$ cat config.mk
export PLATFORM = sky130hd
export DESIGN_NAME = fcd_top
export DESIGN_NICKNAME = d
export VERILOG_FILES = /design/src/fcd_pkg.sv /design/src/fcd_cmd_buf.sv /design/src/fcd_top.sv
export SDC_FILE = /design/constraint.sdc
export NUM_CORES = 2
export LEC_CHECK = 0
export BUFFER_PORTS_ARGS = -buffer_cell sky130_fd_sc_hd__buf_2
export CAP_MARGIN = 20
export CORE_ASPECT_RATIO = 0.8
export CORE_MARGIN = 2
export CORE_UTILIZATION = 55
export CTS_CLUSTER_DIAMETER = 60
export DETAILED_ROUTE_END_ITERATION = 8
export PLACE_DENSITY = 0.71
export SETUP_SLACK_MARGIN = 0.2
export SLEW_MARGIN = 20
export SYNTH_ARGS = -nofsm -noshare
export SYNTH_HDL_FRONTEND = slang
export SYNTH_SLANG_ARGS = --single-unit
$ cat constraint.sdc
create_clock -name i_clk -period 7.8 [get_ports i_clk]
set_input_delay 0.78 -clock i_clk [delete_from_list [all_inputs] [get_ports i_clk]]
set_output_delay 0.78 -clock i_clk [all_outputs]
set_load 0.005 [all_outputs]
$ cat src/fcd_pkg.sv
// Package: constants and types for the five-channel transfer controller
`default_nettype none

package fcd_pkg;

    // ==========================================
    // Geometry
    localparam int NCH   = 5;            // Channel count
    localparam int CMD_W = 72;           // Command word width
    localparam int BUF_D = 2;            // Command buffer depth
    localparam int NRMP  = 2;            // Remappable request sources

    // ==========================================
    // Register byte offsets
    localparam logic [7:0] OFS_FLAGS  = 8'h00;
    localparam logic [7:0] OFS_CLEAR  = 8'h04;
    localparam logic [7:0] OFS_CTL0   = 8'h08;
    localparam logic [7:0] OFS_CNT0   = 8'h0c;
    localparam logic [7:0] OFS_PADDR0 = 8'h10;
    localparam logic [7:0] OFS_MADDR0 = 8'h14;
    localparam logic [7:0] CH_STRIDE  = 8'h14;

    // ==========================================
    // Control field positions
    localparam int CTL_EN   = 0;         // Channel enable
    localparam int CTL_DIR  = 4;         // 1: memory to peripheral
    localparam int CTL_CIRC = 5;         // Circular mode
    localparam int CTL_PINC = 6;         // Peripheral address increment
    localparam int CTL_MINC = 7;         // Memory address increment
    localparam int CTL_PW   = 8;         // Peripheral width, 2 bits
    localparam int CTL_MW   = 10;        // Memory width, 2 bits
    localparam int CTL_CHANNEL_PRIORITY_LEVEL = 12;        // Priority level, 2 bits
    localparam int CTL_M2M  = 14;        // Memory to memory
    localparam logic [31:0] CTL_RW_MASK   = 32'h0000_7fff;
    localparam logic [31:0] CTL_LIVE_MASK = 32'h0000_000f;

    // ==========================================
    // Flag positions inside a channel nibble
    localparam int FLG_G = 0;            // Summary
    localparam int FLG_F = 1;            // Full finish
    localparam int FLG_H = 2;            // Half finish
    localparam int FLG_E = 3;            // Transfer error

    // ==========================================
    // Reset values
    localparam logic [31:0] RST_WORD = 32'h0000_0000;

    // Remap targets of the remappable sources
    localparam int RMP_DFLT[NRMP] = '{0, 1};
    localparam int RMP_ALT[NRMP]  = '{1, 2};

    typedef enum logic [1:0] {
        CHANNEL_PRIORITY_LEVEL_LOW = 2'h0, CHANNEL_PRIORITY_LEVEL_MED = 2'h1, CHANNEL_PRIORITY_LEVEL_HIGH = 2'h2, CHANNEL_PRIORITY_LEVEL_ULTRA = 2'h3
    } fcd_channel_priority_level_t;

    typedef enum logic [1:0] {
        WID_8 = 2'h0, WID_16 = 2'h1, WID_32 = 2'h2
    } fcd_width_t;

    // Per-channel handshake state, Gray along idle-issued-ack
    typedef enum logic [1:0] {
        CH_IDLE = 2'h0, CH_ISSUED = 2'h1, CH_ACK = 2'h3
    } fcd_chst_t;

    // Address step for a width code; reserved code steps by one
    function automatic logic [31:0] fcd_step(input logic [1:0] w);
        case (w)
            WID_16:  return 32'h0000_0002;
            WID_32:  return 32'h0000_0004;
            default: return 32'h0000_0001;
        endcase
    endfunction : fcd_step

endpackage : fcd_pkg

`default_nettype wire

$ cat src/fcd_cmd_buf.sv
// Two-entry command buffer with valid/ready on both sides
`default_nettype none

module fcd_cmd_buf
    import fcd_pkg::*;
#(
    parameter int W     = CMD_W,         // Entry width
    parameter int DEPTH = BUF_D          // Entry count, power of two
) (
    input  wire logic         i_clk,
    input  wire logic         i_sys_rst,
    input  wire logic         i_in_valid,
    output logic              o_in_ready,
    input  wire logic [W-1:0] i_in_data,
    output logic              o_out_valid,
    input  wire logic         i_out_ready,
    output logic [W-1:0]      o_out_data
);

    localparam int AW = (DEPTH > 1) ? $clog2(DEPTH) : 1;

    typedef struct packed {
        logic [DEPTH-1:0][W-1:0] mem;    // Entry storage
        logic [AW-1:0]           wp;     // Write index
        logic [AW-1:0]           rp;     // Read index
        logic [AW:0]             cnt;    // Fill level
    } fcd_buf_t;

    fcd_buf_t s_r;
    fcd_buf_t s_nxt;
    logic     wr;
    logic     rd;

    // ==========================================
    // Handshakes; full and empty come from the fill level
    assign o_in_ready  = (s_r.cnt != (AW+1)'(DEPTH));
    assign o_out_valid = (s_r.cnt != '0);
    assign o_out_data  = s_r.mem[s_r.rp];
    assign wr          = i_in_valid && o_in_ready;
    assign rd          = o_out_valid && i_out_ready;

    // Next state; pointers wrap because depth is a power of two
    always_comb begin
        s_nxt = s_r;
        if (wr) begin
            s_nxt.mem[s_r.wp] = i_in_data;
            s_nxt.wp          = s_r.wp + 1'b1;
        end
        if (rd) begin
            s_nxt.rp = s_r.rp + 1'b1;
        end
        s_nxt.cnt = s_r.cnt + (AW+1)'(wr) - (AW+1)'(rd);
    end

    // State register
    always_ff @(posedge i_clk) begin
        if (i_sys_rst) begin
            s_r <= '0;
        end else begin
            s_r <= s_nxt;
        end
    end
endmodule : fcd_cmd_buf

`default_nettype wire

$ cat src/fcd_top.sv
// Control logic of the five-channel transfer controller
//
// Function
// Peripheral raises request when one item ready
// Acknowledge follows issue of the bus command
// Request held until ack; ack dropped afterwards
// Arbiter picks highest software priority first
// Priority codes: low, medium, high, ultra
// Equal priority: lower channel number wins
// Fixed addressing always uses base address
// Increment steps by 1, 2, 4 per width
// Width codes 8, 16, 32 bit; one reserved
// Circular: reload count, set full flag
// Circular channel serves until enable cleared
// Memory mode starts unrequested, ends at zero
// Count drops per transfer; zero issues nothing
// Software disables channel before reconfiguring
// Software sets enable bit last
// Per-channel interrupt with three event sources
// Interrupt when enabled event flag set
// Half flag after half the transfers
// Flag nibble per channel, upper bits reserved
// Summary flag set when any event flag
// Writing one clears a flag, zero nothing
// Summary clear wipes all channel flags
// Requests on a channel are ORed
// Only one request source enabled per channel
// Remap bit moves certain requests elsewhere
// Control register at 0x08 plus 0x14 each
// Locked configuration fields while channel enabled
`default_nettype none

module fcd_top
    import fcd_pkg::*;
(
    input  wire logic            i_clk,
    input  wire logic            i_sys_rst,
    // Register port
    input  wire logic [7:0]      i_reg_addr,
    input  wire logic            i_reg_wr_en,
    input  wire logic [31:0]     i_reg_wdata,
    input  wire logic            i_reg_rd_en,
    output logic [31:0]          o_reg_rdata,
    // Peripheral requests and acknowledges
    input  wire logic [NCH-1:0]  i_req_fixed,
    input  wire logic [NRMP-1:0] i_req_remap,
    input  wire logic [NRMP-1:0] i_system_remap_config,
    output logic [NCH-1:0]       o_ack,
    // Command to the bus master datapath
    output logic                 o_cmd_valid,
    input  wire logic            i_cmd_ready,
    output logic [2:0]           o_cmd_chan,
    output logic                 o_cmd_dir,
    output logic [1:0]           o_cmd_peripheral_data_width,
    output logic [1:0]           o_cmd_memory_data_width,
    output logic [31:0]          o_cmd_paddr,
    output logic [31:0]          o_cmd_maddr,
    // Bus error report from the datapath
    input  wire logic            i_xfer_err,
    input  wire logic [2:0]      i_xfer_err_chan,
    // Per-channel interrupts
    output logic [NCH-1:0]       o_irq
);

    // ==========================================
    // State
    typedef struct packed {
        logic [NCH-1:0][31:0] ctl;       // Channel control
        logic [NCH-1:0][15:0] cnt;       // Remaining transfers
        logic [NCH-1:0][15:0] reload;    // Programmed count
        logic [NCH-1:0][31:0] pbase;     // Peripheral base
        logic [NCH-1:0][31:0] mbase;     // Memory base
        logic [NCH-1:0][31:0] pcur;      // Peripheral current
        logic [NCH-1:0][31:0] mcur;      // Memory current
        logic [NCH-1:0][3:0]  flg;       // Event flags
        fcd_chst_t [NCH-1:0]  st;        // Handshake state
        logic [31:0]          rdata;     // Read data
    } fcd_state_t;

    fcd_state_t      s_r;
    fcd_state_t      s_nxt;
    logic [NCH-1:0]  req_ch;             // Combined requests
    logic [NCH-1:0]  elig;               // Ready to be served
    logic            found;              // Some channel eligible
    logic [2:0]      win_ch;             // Arbiter winner
    logic [1:0]      win_channel_priority_level;           // Winner priority
    logic            push;               // Command enters buffer
    logic            buf_in_ready;       // Buffer has room
    logic [CMD_W-1:0] push_data;         // Command word
    logic [CMD_W-1:0] out_data;          // Buffer head
    logic            out_fire;           // Command leaves buffer

    // Register hit at a per-channel offset
    function automatic logic at(input logic [7:0] base, input int c);
        return i_reg_addr == 8'(base + 8'(c) * CH_STRIDE);
    endfunction : at

    // ==========================================
    // Request mapping and arbitration
    always_comb begin
        req_ch   = i_req_fixed;
        found    = 1'b0;
        win_ch   = 3'h0;
        win_channel_priority_level = CHANNEL_PRIORITY_LEVEL_LOW;
        for (int j = 0; j < NRMP; j++) begin
            // Source lands on default or alternate channel
            if (i_system_remap_config[j]) begin
                req_ch[RMP_ALT[j]] = req_ch[RMP_ALT[j]] | i_req_remap[j];
            end else begin
                req_ch[RMP_DFLT[j]] = req_ch[RMP_DFLT[j]] | i_req_remap[j];
            end
        end
        for (int c = 0; c < NCH; c++) begin
            // Memory mode needs no request; zero count issues nothing
            elig[c] = (s_r.st[c] == CH_IDLE) && s_r.ctl[c][CTL_EN]
                && (s_r.cnt[c] != 16'h0)
                && (s_r.ctl[c][CTL_M2M] || req_ch[c]);
            // Strictly higher wins, so ties keep the lower number
            if (elig[c] && (!found || s_r.ctl[c][CTL_CHANNEL_PRIORITY_LEVEL +: 2] > win_channel_priority_level)) begin
                found    = 1'b1;
                win_ch   = 3'(c);
                win_channel_priority_level = s_r.ctl[c][CTL_CHANNEL_PRIORITY_LEVEL +: 2];
            end
        end
    end

    // Buffer room stalls the arbiter, so no command is dropped
    assign push      = found && buf_in_ready;
    assign push_data = {win_ch,
                        s_r.ctl[win_ch][CTL_DIR],
                        s_r.ctl[win_ch][CTL_PW +: 2],
                        s_r.ctl[win_ch][CTL_MW +: 2],
                        s_r.pcur[win_ch],
                        s_r.mcur[win_ch]};

    fcd_cmd_buf #(
        .W     (CMD_W),
        .DEPTH (BUF_D)
    ) u_buf (
        .i_clk       (i_clk),
        .i_sys_rst   (i_sys_rst),
        .i_in_valid  (push),
        .o_in_ready  (buf_in_ready),
        .i_in_data   (push_data),
        .o_out_valid (o_cmd_valid),
        .i_out_ready (i_cmd_ready),
        .o_out_data  (out_data)
    );

    assign {o_cmd_chan, o_cmd_dir, o_cmd_peripheral_data_width, o_cmd_memory_data_width,
            o_cmd_paddr, o_cmd_maddr} = out_data;
    assign out_fire = o_cmd_valid && i_cmd_ready;

    // ==========================================
    // Next state: registers, counting, flags, handshake
    always_comb begin
        logic        hit;
        logic [15:0] nc;
        logic [3:0]  clr4;
        logic [3:0]  fl;
        logic        ev_f;
        logic        ev_h;
        logic        ev_e;
        hit   = 1'b0;
        nc    = 16'h0;
        clr4  = 4'h0;
        fl    = 4'h0;
        ev_f  = 1'b0;
        ev_h  = 1'b0;
        ev_e  = 1'b0;
        s_nxt = s_r;
        // Read mux; unmapped and write-only words read zero
        if (i_reg_rd_en) begin
            s_nxt.rdata = RST_WORD;
            if (i_reg_addr == OFS_FLAGS) begin
                s_nxt.rdata = {12'h0, s_r.flg};
            end
            for (int c = 0; c < NCH; c++) begin
                if (at(OFS_CTL0, c)) begin
                    s_nxt.rdata = s_r.ctl[c];
                end
                if (at(OFS_CNT0, c)) begin
                    s_nxt.rdata = {16'h0, s_r.cnt[c]};
                end
                if (at(OFS_PADDR0, c)) begin
                    s_nxt.rdata = s_r.pbase[c];
                end
                if (at(OFS_MADDR0, c)) begin
                    s_nxt.rdata = s_r.mbase[c];
                end
            end
        end
        for (int c = 0; c < NCH; c++) begin
            hit  = push && (win_ch == 3'(c));
            ev_f = 1'b0;
            ev_h = 1'b0;
            ev_e = 1'b0;
            // Control write; locked fields hold while enabled
            if (i_reg_wr_en && at(OFS_CTL0, c)) begin
                if (s_r.ctl[c][CTL_EN]) begin
                    s_nxt.ctl[c] = (s_r.ctl[c] & ~CTL_LIVE_MASK)
                        | (i_reg_wdata & CTL_LIVE_MASK);
                end else begin
                    s_nxt.ctl[c] = i_reg_wdata & CTL_RW_MASK;
                end
            end
            // Count and addresses accept writes only when disabled
            if (i_reg_wr_en && !s_r.ctl[c][CTL_EN]) begin
                if (at(OFS_CNT0, c)) begin
                    s_nxt.cnt[c]    = i_reg_wdata[15:0];
                    s_nxt.reload[c] = i_reg_wdata[15:0];
                end
                // An address write also restarts that current address
                if (at(OFS_PADDR0, c)) begin
                    s_nxt.pbase[c] = i_reg_wdata;
                    s_nxt.pcur[c]  = i_reg_wdata;
                end
                if (at(OFS_MADDR0, c)) begin
                    s_nxt.mbase[c] = i_reg_wdata;
                    s_nxt.mcur[c]  = i_reg_wdata;
                end
            end
            // One transfer issued: count down and step addresses
            if (hit) begin
                nc           = s_r.cnt[c] - 16'h1;
                s_nxt.cnt[c] = nc;
                // Fixed mode always reuses the base
                s_nxt.pcur[c] = s_r.ctl[c][CTL_PINC]
                    ? s_r.pcur[c] + fcd_step(s_r.ctl[c][CTL_PW +: 2])
                    : s_r.pbase[c];
                s_nxt.mcur[c] = s_r.ctl[c][CTL_MINC]
                    ? s_r.mcur[c] + fcd_step(s_r.ctl[c][CTL_MW +: 2])
                    : s_r.mbase[c];
                // Half point counted in issued transfers
                ev_h = (s_r.reload[c][15:1] != 15'h0)
                    && (16'(s_r.reload[c] - nc) == {1'b0, s_r.reload[c][15:1]});
                if (nc == 16'h0) begin
                    ev_f = 1'b1;
                    // Circular channels rearm and keep running
                    if (s_r.ctl[c][CTL_CIRC]) begin
                        s_nxt.cnt[c]  = s_r.reload[c];
                        s_nxt.pcur[c] = s_r.pbase[c];
                        s_nxt.mcur[c] = s_r.mbase[c];
                    end
                end
            end
            // Bus error stops the channel
            if (i_xfer_err && (i_xfer_err_chan == 3'(c))) begin
                ev_e = 1'b1;
                s_nxt.ctl[c][CTL_EN] = 1'b0;
            end
            // Flags: the set wins over a clear in the same cycle
            clr4 = 4'h0;
            if (i_reg_wr_en && (i_reg_addr == OFS_CLEAR)) begin
                clr4 = i_reg_wdata[c*4 +: 4];
                if (clr4[FLG_G]) begin
                    clr4 = 4'hf;
                end
            end
            fl        = s_r.flg[c] & ~clr4;
            fl[FLG_F] = fl[FLG_F] | ev_f;
            fl[FLG_H] = fl[FLG_H] | ev_h;
            fl[FLG_E] = fl[FLG_E] | ev_e;
            fl[FLG_G] = fl[FLG_G] | (|fl[FLG_E:FLG_F]);
            s_nxt.flg[c] = fl;
            // Handshake with the peripheral of this channel
            unique case (s_r.st[c])
                CH_IDLE: begin
                    if (hit) begin
                        s_nxt.st[c] = CH_ISSUED;
                    end
                end
                CH_ISSUED: begin
                    // Acknowledge only once the command went out
                    if (out_fire && (o_cmd_chan == 3'(c))) begin
                        s_nxt.st[c] = s_r.ctl[c][CTL_M2M] ? CH_IDLE : CH_ACK;
                    end
                end
                CH_ACK: begin
                    // Hold until the request drops
                    if (!req_ch[c]) begin
                        s_nxt.st[c] = CH_IDLE;
                    end
                end
                default: begin
                    s_nxt.st[c] = CH_IDLE;
                end
            endcase
        end
    end

    // State register
    always_ff @(posedge i_clk) begin
        if (i_sys_rst) begin
            s_r <= '0;
        end else begin
            s_r <= s_nxt;
        end
    end

    // ==========================================
    // Outputs
    assign o_reg_rdata = s_r.rdata;

    always_comb begin
        for (int c = 0; c < NCH; c++) begin
            o_ack[c] = (s_r.st[c] == CH_ACK);
            // Event and enable bits share positions
            o_irq[c] = |(s_r.flg[c][FLG_E:FLG_F] & s_r.ctl[c][3:1]);
        end
    end

    logic [1:0] max_channel_priority_level;                // Best eligible priority

    always_comb begin
        max_channel_priority_level = CHANNEL_PRIORITY_LEVEL_LOW;
        for (int c = 0; c < NCH; c++) begin
            if (elig[c] && s_r.ctl[c][CTL_CHANNEL_PRIORITY_LEVEL +: 2] > max_channel_priority_level) begin
                max_channel_priority_level = s_r.ctl[c][CTL_CHANNEL_PRIORITY_LEVEL +: 2];
            end
        end
    end

    for (genvar g = 0; g < NCH; g++) begin : g_chk

    end
endmodule : fcd_top

`default_nettype wire

== Word level (Yosys, flattened, before mapping) ==
Index checks and enable logic that the tools add are counted.
Cells by class
  muxes and demuxes: 214
  $lt $le $gt $ge: 8
  reduce and logical (&&, ||, !) cells: 167
  div/mod/pow operators: 0
  bitwise logic cells: 44
  eq/ne operators: 84
  multiply operators: 0
  shift operators: 0
  add/sub/neg operators: 24
Operator list (count)
  $mux 32: 97
  $mux 16: 25
  $add 32x32->32: 10
  $bmux 32 s3: 3
  $mux 72: 3
  $or 32x4->32: 5
  $bwmux 144: 1
  $eq 16x15->1: 5
  $logic_not 16->1: 5
  $reduce_bool 16->1: 5
  $sub 16x1->16 const B: 5
  $sub 16x16->16: 5
  $reduce_bool 15->1: 5
  $demux 72 s1: 1
  $eq 8x7->1 const B: 8
  $pmux 3 s2: 10
  $reduce_and 2->1: 30
  $eq 8x6->1 const B: 7
  $logic_and 1x1->1: 54
  $mux 2: 26
  $reduce_bool 2->1: 21
  $mux 4: 10
  $eq 2x1->1 const B: 15
  $eq 2x2->1 const B: 15
  32 further kinds: 170
Word-level totals
  flip-flop bits (word level): 1170
  memory bits (read-only): 0
  memories kept: 0
  output and inout port bits: 115
  bits in writable memories: 0
  bits in latches: 0

== Depth between registers and ports, before layout ==
  depth after elaboration: 29
  depth in mapped cells: 39
  gate-level depth less buffers: 34

== Cells and area by module ==
From an unflattened synthesis, not the netlist that was laid out.
Second synthesis, totals
  cells, all modules: 8622
  area, all modules: 65087.4 um^2
By module, submodules not included
  fcd_top: instances 1, area each 57893.0 um^2, cells each 7827
  fcd_cmd_buf: instances 1, area each 7194.4 um^2, cells each 795

== Least setup slack after synthesis ==
Ideal clock, no wire load.
  path kind: reg-to-reg
  start: reg s_r[782] (netlist name)
  end: reg s_r[782] (netlist name)
  required time: 7709 ps
  clock period less this slack: 7966 ps
  setup time: 91 ps
  path buffers: 5
  slack: -166 ps
  arrival: 7875 ps
  stages on the path, launching flop included: 38
  cells stage by stage: dfxtp_1 clkbuf_1 inv_1 ha_1 nor3b_1 nand4_1 o21a_1 nand2_1 ha_1 nor2b_1 o21ai_0 o21a_1 a22o_1 inv_1 ha_1 nor2b_1 o21ai_0 o211a_1 [2 not listed] ha_1 nand2_1 o21ai_0 a21boi_0 nor2_1 clkbuf_1 buf_1 mux2_2 ha_1 nor2b_1 a2bb2oi_1 o211ai_1 o211a_1 nand3_1 clkbuf_1 clkbuf_1 nor2_1 a311oi_1
Between the ends
  word-level cells in the longest chain between the ends: 24
  elaborated cells between the ends (all ways): 43
Ends and longest elaborated chain
  start: declaration: RTL line fcd_top.sv:80  | fcd_state_t s_r;
  start signal: assignment: RTL line fcd_top.sv:297  | s_r <= s_nxt;
  $reduce_bool 16->1: RTL line fcd_top.sv:116  | && (s_r.cnt[c] != 16'h0)
  $logic_and 1x1->1: RTL line fcd_top.sv:116
  $logic_and 1x1->1: RTL line fcd_top.sv:117  | && (s_r.ctl[c][CTL_M2M] || req_ch[c]);
  $mux 2 or $mux 1 (tied branches): RTL line fcd_top.sv:119  | if (elig[c] && (!found || s_r.ctl[c][CTL_CHANNEL_PRIORITY_LEVEL +: 2] > win_channel_priority_level)) begin
  $gt 2x2->1 or $logic_not 1->1 (tied branches): RTL line fcd_top.sv:119
  $logic_or 1x1->1: RTL line fcd_top.sv:119
  $logic_and 1x1->1: RTL line fcd_top.sv:119
  $mux 2 or $mux 1 (tied branches): RTL line fcd_top.sv:119
  [8 not listed]
  $gt 2x2->1 or $logic_not 1->1 (tied branches): RTL line fcd_top.sv:119
  $logic_or 1x1->1: RTL line fcd_top.sv:119
  $logic_and 1x1->1: RTL line fcd_top.sv:119
  $mux 3 or $mux 1 (tied branches): RTL line fcd_top.sv:119
  $logic_not 3->1 or $logic_and 1x1->1 (tied branches): RTL line fcd_top.sv:194, fcd_top.sv:128
  $logic_and 1x1->1: RTL line fcd_top.sv:194  | hit = push && (win_ch == 3'(c));
  $reduce_bool 2->1 (no source line)
  $reduce_and 2->1 (no source line)
Parallel ways exist; a longest one is shown, timed or not.
A chain may end at the register's enable or synchronous reset.

== Worst setup path after layout ==
  start: reg s_r[783] (netlist name)
  end: reg s_r[359] (netlist name)
Between the ends
  word-level cells in the longest chain between the ends: 24
  elaborated cells between the ends (all ways): 39
Ends and longest elaborated chain (RTL line)
  $reduce_bool 16->1 *: fcd_top.sv:116
  $logic_and 1x1->1 *: fcd_top.sv:116
  $logic_and 1x1->1 *: fcd_top.sv:117
  $mux 2 or $mux 1 (tied branches): fcd_top.sv:119
  $gt 2x2->1 or $logic_not 1->1 (tied branches): fcd_top.sv:119
  $logic_or 1x1->1: fcd_top.sv:119
  $logic_and 1x1->1: fcd_top.sv:119
  $mux 2 or $mux 1 (tied branches): fcd_top.sv:119
  [8 not listed]
  $gt 2x2->1 or $logic_not 1->1 (tied branches): fcd_top.sv:119
  $logic_or 1x1->1: fcd_top.sv:119
  $logic_and 1x1->1: fcd_top.sv:119
  $mux 3 or $mux 1 (tied branches): fcd_top.sv:119
  $eq 3x3->1 or $logic_and 1x1->1 (tied branches): fcd_top.sv:194, fcd_top.sv:128
  $logic_and 1x1->1 *: fcd_top.sv:194
  $reduce_bool 2->1 (no source line)
  $reduce_and 2->1 (no source line)
Every way passes the cells marked *; elsewhere a longest branch is shown, timed or not.

==> results.sh <==
export IMPL_status="finished with violations"
export IMPL_violations="design-rule violations"
export IMPL_finalCritPeriodShare=0.944
export IMPL_worstHoldPathCells=2
export IMPL_grt_remaining_overflow=0
export IMPL_fillCellCount=10547
export IMPL_die_area_sq_mm=0.121
export IMPL_wire_per_inst_microns=31.8
export IMPL_cts_made_buffers=115
export IMPL_area_delta_synth_final_pct=11.6
export IMPL_clk_latency_ns=0.78
export IMPL_cp_max_fo=34
export IMPL_final_cells=10117
export IMPL_fp_row_count=112
export IMPL_grt_pass1_wl_microns=451000
export IMPL_syn_inst=8571
export IMPL_synth_warnings=0
export IMPL_fin_util=0.621
export IMPL_cp_required_ns=8.46
export IMPL_start_util=0.556
export IMPL_cts_tree="done"
export IMPL_arrival_ns=8.02
export IMPL_dpl_instance_area_sq_mm=0.0684
export IMPL_wirelength_met1_microns=125000
export IMPL_drv_cap=0
export IMPL_rsz0062_at_grt="no"
export IMPL_yosysSeqAreaShare=0.333
export IMPL_end_kind="flop"
export IMPL_antenna_left=0
export IMPL_die_x_microns=389
export IMPL_yosysUniqueCellTypes=96
export IMPL_grt_pass1_vias=63218
export IMPL_cts_sinks=1085
export IMPL_syn_nets=8789
export IMPL_synth_top_area_frac=0.333
export IMPL_cts_htree_levels=3
export IMPL_setup_tns_ns=0
export IMPL_drv_slew=0
export IMPL_cts_hold_fix_buffers=0
export IMPL_track_usage=0.505
export IMPL_r2r_end="s_r[359]$_SDFFE_PP0P_"
export IMPL_grt_max_degree=195
export IMPL_drc_errors=20
export IMPL_rr_startpoint="s_r[783]$_SDFFE_PP0P_"
export IMPL_critPathLaunchType="flop"
export IMPL_max_stage_delay_ns=0.51
export IMPL_p_leak_nw=24.7
export IMPL_post_synth_instance_area_sq_mm=0.0652
export IMPL_drt_iter0_markers=12692
export IMPL_fin_total_pwr_mw=12.0
export IMPL_ios=173
export IMPL_antenna_found_initial=29
export IMPL_synth_area_leaders="dfxtp_1 33%, nand2_1 9.5%, a21oi_1 5.2%"
export IMPL_final_cell_area_sq_mm=0.0727
export IMPL_synth_edf_count=0
export IMPL_relSlewSlack=0.152
export IMPL_hold_viol=0
export IMPL_worstMarginPinSlew_ns=1.27
export IMPL_ir_worst_vdd_uv=190
export IMPL_ys_ff_latch=1085
export IMPL_worstSetupPathType="reg -> reg"
export IMPL_wl_met3_microns=62300
export IMPL_startpoint="s_r[783]$_SDFFE_PP0P_"
export IMPL_port_buffers=172
export IMPL_slowest_stage="o21ai_4"
export IMPL_cts_root_buf="clkbuf_16"
export IMPL_core_sq_mm=0.117
export IMPL_wl_met2_microns=117000
export IMPL_gp_congestion=1.09
export IMPL_die_y_microns=312
export IMPL_synth_avg_cell_area_sq_um=7.61
export IMPL_viasPerCell=7.15
export IMPL_vias=72351
export IMPL_min_delay_start="i_xfer_err_chan[0]"
export IMPL_dp_hpwl_microns=232000
export IMPL_setup_worst_path_end="s_r[359]$_SDFFE_PP0P_"
export IMPL_period_minus_slack_ns=7.36
export IMPL_power_density_mw_per_mm2=165
export IMPL_cts_max_path_buffers=3
export IMPL_holdCritPathClass="in -> reg"
export IMPL_setup_violations_final=0
export IMPL_path_clk_slew_ns=0.06
export IMPL_yosys_area_top_type="dfxtp_1"
export IMPL_synthFlopType="dfxtp_1"
export IMPL_drtPass1Iterations=9
export IMPL_finalNetCount=8690
export IMPL_clock_fmax_mhz=136
export IMPL_drive_gt1_frac=0.122
export IMPL_skew_ns=0.0272
export IMPL_wl_microns=322000
export IMPL_ff2ff_path_depth=36
export IMPL_dpl_cell_count=9877
export IMPL_synth_async_reset_ratio=0
export IMPL_timing_reg2reg_setup_slack_ns=0.44
export IMPL_routed_top_layer="met5"
-- where the power goes --
group	leakage, nW	switching (mW)	internal [mW]
clock network	1.89	2.55	3.26
logic	14.0	0.439	0.132
registers	8.74	0.0372	5.56
-- cells by family after synthesis --
kind of cell | share of synthesized area
fa+ha+maj | 0.0324
compound gates | 0.241
xor+xnor | 0.0627
mux | 0.0326
buf+inv | 0.0542
simple gates | 0.244
flops | 0.333
-- registers in the layout (all words and copies together), names as in the netlist --
name / cells
u_buf.s_r: 148
o_reg_rdata: 32
s_r: 905
-- area by class of cell --
| class | instances | area, sq um | area share |
|---|---|---|---|
| diodes | 14 | 35.0 | 0.000482 |
| well taps | 1539 | 1930 | 0.0265 |
| repair buffers | 509 | 3960 | 0.0544 |
| clock inverters | 37 | 493 | 0.00678 |
| clock buffers | 172 | 3380 | 0.0465 |
| inverters | 166 | 623 | 0.00857 |
| flip-flops and latches | 1085 | 21700 | 0.299 |
| multi-input cells | 6595 | 40600 | 0.558 |
-- per-layer routing --
| layer | global-route usage | vias to the layer above |
|---|---|---|
| met5 | 0.00967 | - |
| met4 | 0.225 | 24 |
| met3 | 0.276 | 890 |
| met2 | 0.631 | 5879 |
| met1 | 0.695 | 34574 |
| li1 | - | 30984 |
-- cell usage after synthesis (120+ instances only) --
cell / count
a21oi_1: 681
a311oi_1: 225
a31oi_1: 169
clkbuf_1: 608
dfxtp_1: 1085
ha_1: 145
inv_1: 166
nand2_1: 1654
nand3_1: 320
nor2_1: 571
nor3_1: 239
o21ai_0: 255
o311a_1: 120
xnor2_1: 283
xor2_1: 184
-- layout by cell type (no fill, tap or decap), drive strengths merged, types with 33 or more instances in the layout --
master,count
o31ai,44
nand3,320
and3,87
xor2,184
or3,116
buf,505
o22ai,80
a311oi,225
nor2b,59
nand4,83
mux2,107
a211oi,117
a221oi,80
and4,34
o21ai,270
nor4,121
mux2i,92
nor2,572
nor3,240
nand2,1655
ha,145
xnor2,283
a31o,81
o311a,120
and2,33
a21oi,681
a31oi,169
a22oi,116
inv,169
clkbuf,176
dfxtp,1085
-- how the worst min path moves through the flow --
stage	end	slack (ns)
after floorplan	u_buf.s_r[145]$_SDFFE_PP0P_	0.43
after global placement	s_r[750]$_SDFFE_PP0P_	0.44
after detailed placement	u_buf.s_r[73]$_SDFFE_PP0P_	0.45
after CTS	s_r[958]$_SDFFE_PP0P_	0.27
after global routing	s_r[958]$_SDFFE_PP0P_	0.30
final	s_r[958]$_SDFFE_PP0P_	0.29
-- metrics by stage --
stage / setup WS [ns] / hold WS [ns]
floorplan: 0.240 / 0.433
global placement: 0.108 / 0.442
detailed placement: 0.00290 / 0.448
CTS: 0.203 / 0.272
global route: 0.167 / 0.298
finish: 0.439 / 0.293
-- critical path, delay by kind of cell (launching register included) --
family,cells,cell delay [ns]
muxes,1,0.27
and+or+nand+nor,11,1.73
adders and majority gates,5,1.31
DFF,1,0.31
buffers and inverters,6,1.10
AOI/OAI and AO/OA,13,2.51
-- timing repair --
item	CTS	global route
pin swaps	1	13
resized for setup	7	40
gates cloned	0	3
hold endpoints to repair	0	0
setup endpoints to repair	50	561
setup buffers	0	12
(Power assumes the default switching activity.)
